**src/pspe_regs.svh**
```systemverilog
// Purpose: register indices, field positions, reset values for the slave port block
// Assumes: byte address of a register is four times its index
// Notes:   definitions only
`ifndef PSPE_REGS_SVH
`define PSPE_REGS_SVH

`define PSPE_IDX_W          8
`define PSPE_IDX_SLAVE_PORT_DATA_LATCH      8'h08
`define PSPE_IDX_PORT_E_PIN_DATA      8'h09
`define PSPE_IDX_STATUS     8'h89
`define PSPE_IDX_ANALOG     8'h9f
`define PSPE_IDX_IRQ_STAT   8'ha0
`define PSPE_IDX_IRQ_MASK   8'ha1

`define PSPE_BIT_IBF        7
`define PSPE_BIT_OBF        6
`define PSPE_BIT_INPUT_OVERFLOW_FLAG       5
`define PSPE_BIT_MODE       4

`define PSPE_STATUS_RST     8'h07
`define PSPE_DIR_RST        3'h7
`define PSPE_ANALOG_RST     3'h0
`define PSPE_IRQ_RST        3'h0

`define PSPE_IRQ_WRITE      0
`define PSPE_IRQ_READ       1
`define PSPE_IRQ_OVF        2

`endif

```
**src/pspe_pkg.sv**
```systemverilog
// Purpose: shared types of the slave port block
// Assumes: nothing
// Notes:   strobes are active low at the pins
package pspe_pkg;

	typedef struct packed {
		logic cs_n;
		logic wr_n;
		logic rd_n;
	} pspe_strobe_t;

	typedef struct packed {
		logic [2:0] dout;
		logic [2:0] oe;
	} pspe_pe_drive_t;

	typedef enum logic {PSPE_IDLE, PSPE_DATA} pspe_bus_state_t;

endpackage

```
**src/pspe_sync.sv**
```systemverilog
// Purpose: two-flop synchroniser for pin inputs
// Assumes: destination clock hclk
// Notes:   only the second stage leaves the module
`timescale 1ns/1ps
module pspe_sync #(
	parameter int           W   = 1,
	parameter logic [W-1:0] RST = '0
) (
	input  wire logic         hclk,
	input  wire logic         hresetn,
	input  wire logic [W-1:0] d,
	output logic      [W-1:0] q
);
	logic [W-1:0] meta_r;

	// reset value is a parameter so the async branch only loads constants
	always_ff @(posedge hclk or negedge hresetn) begin
		if (!hresetn) begin
			meta_r <= RST;
			q      <= RST;
		end else begin
			meta_r <= d;
			q      <= meta_r;
		end
	end
endmodule // pspe_sync

```
**src/pspe_top.sv**
```systemverilog
// Purpose: slave port status/direction register bank with AHB-Lite access
// Assumes: hresetn is the power-on reset, warm_reset the other resets
// Notes:   one wait state on every bus transfer
// Operation
// - direction bit 1 input, 0 output
// - power-on reset: status 0000-111, data undefined
// - other reset: status 0000-111, data kept
// - unimplemented bits read as zero
// - port D read clears; flags zero outside mode (code clears only ibf and obf there, overflow kept)
// - second write before read sets overflow
// - output full clears when external read starts
// - mode bit makes slave port, strobe inputs
//
// The AHB-Lite slave port was chosen for this implementation.
`timescale 1ns/1ps
`include "pspe_regs.svh"
module pspe_top (
	input  wire logic                 hclk,
	input  wire logic                 hresetn,
	input  wire logic                 warm_reset,
	input  wire logic                 hsel,
	input  wire logic [31:0]          haddr,
	input  wire logic [1:0]           htrans,
	input  wire logic                 hwrite,
	input  wire logic [2:0]           hsize,
	input  wire logic [31:0]          hwdata,
	input  wire logic                 hready,
	output logic      [31:0]          hrdata,
	output logic                      hreadyout,
	output logic                      hresp,
	input  wire pspe_pkg::pspe_strobe_t strobe_in,
	input  wire logic [7:0]           port_d_in,
	output logic      [7:0]           port_d_out,
	output logic      [7:0]           port_d_oe,
	input  wire logic [2:0]           port_e_in,
	output logic      [2:0]           port_e_out,
	output logic      [2:0]           port_e_oe,
	output logic      [2:0]           analog_config,
	output logic                      slave_port_active,
	output logic                      irq
);
	import pspe_pkg::*;

	////////////////////////////////////////////////////////////////////////////
	// pin synchronisers

	pspe_strobe_t strb_s;
	logic [7:0]   pd_s;
	logic [2:0]   pe_s;

	pspe_sync #(.W(3), .RST(3'h7)) u_sync_strb (
		.hclk    (hclk),
		.hresetn (hresetn),
		.d       (strobe_in),
		.q       (strb_s)
	);

	pspe_sync #(.W(11), .RST(11'h000)) u_sync_data (
		.hclk    (hclk),
		.hresetn (hresetn),
		.d       ({port_d_in, port_e_in}),
		.q       ({pd_s, pe_s})
	);

	////////////////////////////////////////////////////////////////////////////
	// state

	pspe_bus_state_t        st_r, st_nxt;
	logic [`PSPE_IDX_W-1:0] idx_r, idx_nxt;
	logic                   wr_r, wr_nxt;
	logic [31:0]            hrdata_nxt;
	logic                   ibf_r, ibf_nxt;
	logic                   obf_r, obf_nxt;
	logic                   input_overflow_flag_r, input_overflow_flag_nxt;
	logic                   mode_r, mode_nxt;
	logic [2:0]             dir_r, dir_nxt;
	logic [2:0]             pe_dat_r, pe_dat_nxt;
	logic [2:0]             acfg_r, acfg_nxt;
	logic [7:0]             din_r, din_nxt;
	logic [7:0]             dout_r, dout_nxt;
	logic [2:0]             ist_r, ist_nxt;
	logic [2:0]             imsk_r, imsk_nxt;
	logic                   wact_r, ract_r;
	logic                   wact, ract;
	pspe_pe_drive_t         pe_nxt;
	logic [7:0]             pd_oe_nxt;

	function automatic logic [7:0] status_word(input logic input_buffer_full_flag, input logic output_buffer_full_flag,
		input logic input_overflow_flag, input logic mode, input logic [2:0] dir);
		// bit 3 is unimplemented and reads zero
		status_word = {input_buffer_full_flag, output_buffer_full_flag, input_overflow_flag, mode, 1'b0, dir};
	endfunction

	////////////////////////////////////////////////////////////////////////////
	// next-state logic

	logic accept, dphase, fw_rd_pd, wev, rstart, rend;

	always_comb begin
		wact       = mode_r && !strb_s.cs_n && !strb_s.wr_n;
		ract       = mode_r && !strb_s.cs_n && !strb_s.rd_n;
		accept     = hsel && hready && htrans[1];
		dphase     = (st_r == PSPE_DATA);
		fw_rd_pd   = dphase && !wr_r && (idx_r == `PSPE_IDX_SLAVE_PORT_DATA_LATCH);
		wev        = wact_r && !wact; // write ends when cs or wr rises
		rstart     = ract && !ract_r;
		rend       = ract_r && !ract;

		st_nxt     = accept ? PSPE_DATA : PSPE_IDLE;
		idx_nxt    = accept ? haddr[`PSPE_IDX_W+1:2] : idx_r;
		wr_nxt     = accept ? hwrite : wr_r;
		hrdata_nxt = hrdata;
		ibf_nxt    = ibf_r;
		obf_nxt    = obf_r;
		input_overflow_flag_nxt   = input_overflow_flag_r;
		mode_nxt   = mode_r;
		dir_nxt    = dir_r;
		pe_dat_nxt = pe_dat_r;
		acfg_nxt   = acfg_r;
		din_nxt    = wact ? pd_s : din_r;
		dout_nxt   = dout_r;
		ist_nxt    = ist_r;
		imsk_nxt   = imsk_r;

		if (dphase && !wr_r) begin
			unique case (idx_r)
				`PSPE_IDX_SLAVE_PORT_DATA_LATCH:    hrdata_nxt = {24'h000000, din_r};
				`PSPE_IDX_PORT_E_PIN_DATA:    hrdata_nxt = {29'h0, pe_s};
				`PSPE_IDX_STATUS:   hrdata_nxt = {24'h000000,
					status_word(ibf_r, obf_r, input_overflow_flag_r, mode_r, dir_r)};
				`PSPE_IDX_ANALOG:   hrdata_nxt = {29'h0, acfg_r};
				`PSPE_IDX_IRQ_STAT: hrdata_nxt = {29'h0, ist_r};
				`PSPE_IDX_IRQ_MASK: hrdata_nxt = {29'h0, imsk_r};
				default:            hrdata_nxt = 32'h00000000;
			endcase
		end

		if (dphase && wr_r) begin
			unique case (idx_r)
				`PSPE_IDX_SLAVE_PORT_DATA_LATCH: begin
					dout_nxt = hwdata[7:0];
					obf_nxt  = 1'b1;
				end
				`PSPE_IDX_PORT_E_PIN_DATA:  pe_dat_nxt = hwdata[2:0];
				`PSPE_IDX_STATUS: begin
					// ibf and obf are not writable
					input_overflow_flag_nxt = hwdata[`PSPE_BIT_INPUT_OVERFLOW_FLAG];
					mode_nxt = hwdata[`PSPE_BIT_MODE];
					dir_nxt  = hwdata[2:0];
				end
				`PSPE_IDX_ANALOG:   acfg_nxt = hwdata[2:0];
				`PSPE_IDX_IRQ_STAT: ist_nxt = ist_r & ~hwdata[2:0];
				`PSPE_IDX_IRQ_MASK: imsk_nxt = hwdata[2:0];
				default: ;
			endcase
		end

		if (fw_rd_pd)
			ibf_nxt = 1'b0;
		if (wev) begin
			// overflow only if the previous byte stays unread this cycle
			if (ibf_r && !fw_rd_pd)
				input_overflow_flag_nxt = 1'b1;
			ibf_nxt = 1'b1;
			ist_nxt[`PSPE_IRQ_WRITE] = 1'b1;
			if (ibf_r && !fw_rd_pd)
				ist_nxt[`PSPE_IRQ_OVF] = 1'b1;
		end
		if (rstart)
			obf_nxt = 1'b0;
		if (rend)
			ist_nxt[`PSPE_IRQ_READ] = 1'b1;

		// overflow is left alone here: firmware must clear it
		if (!mode_r) begin
			ibf_nxt = 1'b0;
			obf_nxt = 1'b0;
		end

		if (warm_reset) begin
			ibf_nxt  = 1'b0;
			obf_nxt  = 1'b0;
			input_overflow_flag_nxt = 1'b0;
			mode_nxt = 1'b0;
			dir_nxt  = `PSPE_DIR_RST;
			acfg_nxt = `PSPE_ANALOG_RST;
			ist_nxt  = `PSPE_IRQ_RST;
			imsk_nxt = `PSPE_IRQ_RST;
		end

		// in slave mode the three pins are strobe inputs, never driven
		pe_nxt.dout = pe_dat_nxt;
		pe_nxt.oe   = mode_nxt ? 3'h0 : ~dir_nxt;
		pd_oe_nxt   = (mode_r && ract) ? 8'hff : 8'h00;
	end

	////////////////////////////////////////////////////////////////////////////
	// registers

	always_ff @(posedge hclk or negedge hresetn) begin
		if (!hresetn) begin
			st_r      <= PSPE_IDLE;
			idx_r     <= '0;
			wr_r      <= 1'b0;
			hrdata    <= 32'h00000000;
			hreadyout <= 1'b1;
			hresp     <= 1'b0;
			ibf_r     <= 1'b0;
			obf_r     <= 1'b0;
			input_overflow_flag_r    <= 1'b0;
			mode_r    <= 1'b0;
			dir_r     <= `PSPE_DIR_RST;
			pe_dat_r  <= 3'h0;
			acfg_r    <= `PSPE_ANALOG_RST;
			din_r     <= 8'h00;
			dout_r    <= 8'h00;
			ist_r     <= `PSPE_IRQ_RST;
			imsk_r    <= `PSPE_IRQ_RST;
			wact_r    <= 1'b0;
			ract_r    <= 1'b0;
			port_d_out    <= 8'h00;
			port_d_oe     <= 8'h00;
			port_e_out    <= 3'h0;
			port_e_oe     <= 3'h0;
			analog_config <= `PSPE_ANALOG_RST;
			slave_port_active <= 1'b0;
			irq       <= 1'b0;
		end else begin
			st_r      <= st_nxt;
			idx_r     <= idx_nxt;
			wr_r      <= wr_nxt;
			hrdata    <= hrdata_nxt;
			// wait state: low in the first data-phase cycle
			hreadyout <= !accept;
			hresp     <= 1'b0;
			ibf_r     <= ibf_nxt;
			obf_r     <= obf_nxt;
			input_overflow_flag_r    <= input_overflow_flag_nxt;
			mode_r    <= mode_nxt;
			dir_r     <= dir_nxt;
			pe_dat_r  <= pe_dat_nxt;
			acfg_r    <= acfg_nxt;
			din_r     <= din_nxt;
			dout_r    <= dout_nxt;
			ist_r     <= ist_nxt;
			imsk_r    <= imsk_nxt;
			wact_r    <= wact;
			ract_r    <= ract;
			port_d_out    <= dout_r;
			port_d_oe     <= pd_oe_nxt;
			port_e_out    <= pe_nxt.dout;
			port_e_oe     <= pe_nxt.oe;
			analog_config <= acfg_nxt;
			slave_port_active <= mode_nxt;
			irq       <= |(ist_nxt & imsk_nxt);
		end
	end

endmodule // pspe_top

```
**config.mk**
```make
export PLATFORM = sky130hd
export DESIGN_NAME = pspe_top
export DESIGN_NICKNAME = d
export VERILOG_FILES = /design/src/pspe_pkg.sv /design/src/pspe_sync.sv /design/src/pspe_top.sv
export VERILOG_INCLUDE_DIRS = /design/src
export SDC_FILE = /design/constraint.sdc
export NUM_CORES = 1
export LEC_CHECK = 0
export BUFFER_PORTS_ARGS = -buffer_cell sky130_fd_sc_hd__buf_2
export CELL_PAD_IN_SITES_DETAIL_PLACEMENT = 1
export CELL_PAD_IN_SITES_GLOBAL_PLACEMENT = 1
export CORE_MARGIN = 10
export CORE_UTILIZATION = 39
export CTS_CLUSTER_SIZE = 8
export DETAILED_ROUTE_END_ITERATION = 16
export PLACE_DENSITY_LB_ADDON = 0.1
export SLEW_MARGIN = 15
export SYNTH_ARGS = -nofsm -noshare
export SYNTH_HDL_FRONTEND = slang
export SYNTH_SLANG_ARGS = --single-unit
```
**constraint.sdc**
```tcl
create_clock -name hclk -period 5.3 [get_ports hclk]
set_clock_uncertainty 0.2 [all_clocks]
set_input_delay 1.06 -clock hclk [delete_from_list [all_inputs] [get_ports hclk]]
set_output_delay 1.06 -clock hclk [all_outputs]
set_load 0.02 [all_outputs]
```
==> run metrics <==
fin crit period 2.43 ns; RSZ-0062 raised after global routing false; CTS tree done; PnR worst setup slack 2.87 ns; worst slew pin tran 0.752 ns; RR Startpoint idx_r[1]; max incr delay on CP 0.58 ns; Max Buffers Root-to-Sink 2; 1st-pass router iterations 4; status complete, no violations; fraction of layout cells with a size suffix above 1 37.3%; die width 119 µm; worst setup path startpoint mode_r; Layout Nets 443; WP buf/inv 1; vias per cell 4.77; #FFs+latches synth 97; GPL Wtd Cong 0.766; number of antenna-violating nets in the routed design 0; predominant post-synthesis flop cell dfrtp_1; critical path class reg2out; Root Buffer clkbuf_8; DRT iter0 DRCs 69; non-filler cells in the finished layout 492; mapped cell area 3860 µm²; Fin. Hold Viols 0; ys async rst share 100%; cell area after layout 4420 µm²; setup violators final 0; Mapped Avg Cell Area 13.5 µm²; synth top area cells dfrtp_1 (56%), dfstp_2 (6.8%), buf_4 (6.2%); Global Route Usage Sum 12.5%; Setup WS pre-CTS 2.64 ns; cell count after synthesis 286; leakage power 2.07 nW; startpoint types flip-flop; hold_sp u_sync_data.meta_r[1]; Synth cell types 53; largest net degree at the start of global routing 60; Die Height 119 µm; Worst-path clk slew 0.09 ns; CP arrival 1.17 ns; Rows 36; FF-to-FF path depth 5; Post-synth EDFFs 0; CTS resizes 0; DIE AREA 14,300 µm²; initial antenna violation count 0; Cell Chain, Critical Path buf_2; max cap viols 0; first-pass GRT wire length 14,400 µm; Critical Path Stages 1; dpl cell area 4210 µm²; sequential share of the synthesized area 63.2%; vias 2,349; power per cell area 331 nW/µm²; Num Clock Sinks 97; CP max FO 9; vias in the first global route 2,713; worst ir drop on vdd 0.153 mV; f_max 412 MHz; area grow syn2layout 14.6%; Crit-path slowest cell dfrtp_1; hold crit path type reg2reg; DRC Markers 0; # IOs 150; antenna cells 0; area share of the largest cell type after synthesis 56.4%; Core ar. 9680 µm²; TritonCTS Buffers 9; setup_tns 0 ns; Post-CTS Setup Inserts 0; WL/cell 17.6 µm; WL final 8680 µm; Tcrit/Tclk final 45.8%; CTS Hold Bufs 0; # placed instances 476; Congestion Overflow GR 0; Max transition margin 49.8%; dpl hpwl 6470 µm; Worst setup EP type output pin; initial core utilization 39.8%; clk_lat worst skew 0.36 ns; CP required 4.04 ns; cell accounting for the most synthesized area dfrtp_1; Largest delay share family, worst path flip-flops; Hold Path Stages 0; H-tree depth 3; I/O Buffers 72; Yosys warnings 0; fin. max-slew vios 0
[metrics by stage]
stage	hold WS [ns]	util [%]	power, mW
finish	0.148	45.7	1.46
global route	0.152	45.7	1.54
CTS	0.156	45.7	1.49
detailed placement	0.136	43.4	0.956
global placement	0.132	43.4	0.950
floorplan	0.131	-	0.912
[per-layer routing]
| metal | GRT usage [%] | vias to the layer above | wire length [µm] |
|---|---|---|---|
| met5 | 0 | - | 0 |
| met4 | 4.60 | 0 | 133 |
| met3 | 3.87 | 13 | 552 |
| met2 | 20.1 | 79 | 4150 |
| met1 | 15.6 | 1189 | 3850 |
| li1 | - | 1068 | - |
[cell families after synthesis]
group                  synth area share (%)
AND/OR/NAND/NOR                        11.0
other                                0.0972
flip-flops                             63.2
multiplexers                           11.2
AO/OA/AOI/OAI                          6.75
buffers and inverters                  7.75
[flip-flops by register name (all words and copies together) (netlist names), 8 cells and up]
signal and flops:
din_r 8, dout_r 8, hrdata 8, idx_r 8, port_d_out 8, u_sync_data.meta_r 11
u_sync_data.q 11
[cells in the mapped netlist (2+ instances only)]
| master | number |
|---|---|
| inv_1 | 5 |
| a22oi_1 | 4 |
| o21a_1 | 4 |
| mux2_1 | 8 |
| clkbuf_1 | 5 |
| nor2_1 | 12 |
| mux2i_1 | 10 |
| nor2b_1 | 2 |
| nand2_1 | 21 |
| dfstp_2 | 10 |
| nor3_4 | 2 |
| o21ai_0 | 6 |
| mux2_2 | 20 |
| buf_4 | 32 |
| a21oi_1 | 6 |
| nor3_1 | 8 |
| a222oi_1 | 3 |
| dfrtp_1 | 87 |
| nand3_1 | 4 |
| nand2b_1 | 2 |
| buf_2 | 2 |
| a41oi_1 | 2 |
[placed cells by master, fill, tap and decap left out, types with 9 or more instances in the layout]
| cell type | n |
|---|---|
| buf_2 | 71 |
| clkbuf_8 | 9 |
| conb_1 | 25 |
| dfrtp_1 | 87 |
| dfstp_2 | 10 |
| mux2_2 | 20 |
| mux2i_1 | 10 |
| nand2_1 | 21 |
| nor2_1 | 12 |
[power breakdown]
| part | total (mW) | internal, mW | leakage, nW | switching (mW) |
|---|---|---|---|---|
| sequential | 0.812 | 0.781 | 1.20 | 0.0309 |
| combinational | 0.127 | 0.0453 | 0.762 | 0.0819 |
| clock | 0.526 | 0.268 | 0.107 | 0.258 |
[path summary, 6_finish.rpt]
path / end / slack (ns)
min in group asynchronous: port_d_oe[6] / 0.55
min reg2reg: u_sync_data.q[1] / 0.15
max: slave_port_active / 2.87
max reg2reg: irq / 2.92
max in group asynchronous: dir_r[2] / 3.31
min: u_sync_data.q[1] / 0.15
[final cells by class]
type                            count  area, µm²
Fill cell                        1068       5260
Sequential cell                    97       2440
Multi-Input combinational cell    168       1210
Timing Repair Buffer               73        370
Tap cell                          133        166
Clock buffer                       10        128
Clock inverter                      6       90.1
Inverter                            5       18.8
(Power assumes the default switching activity.)
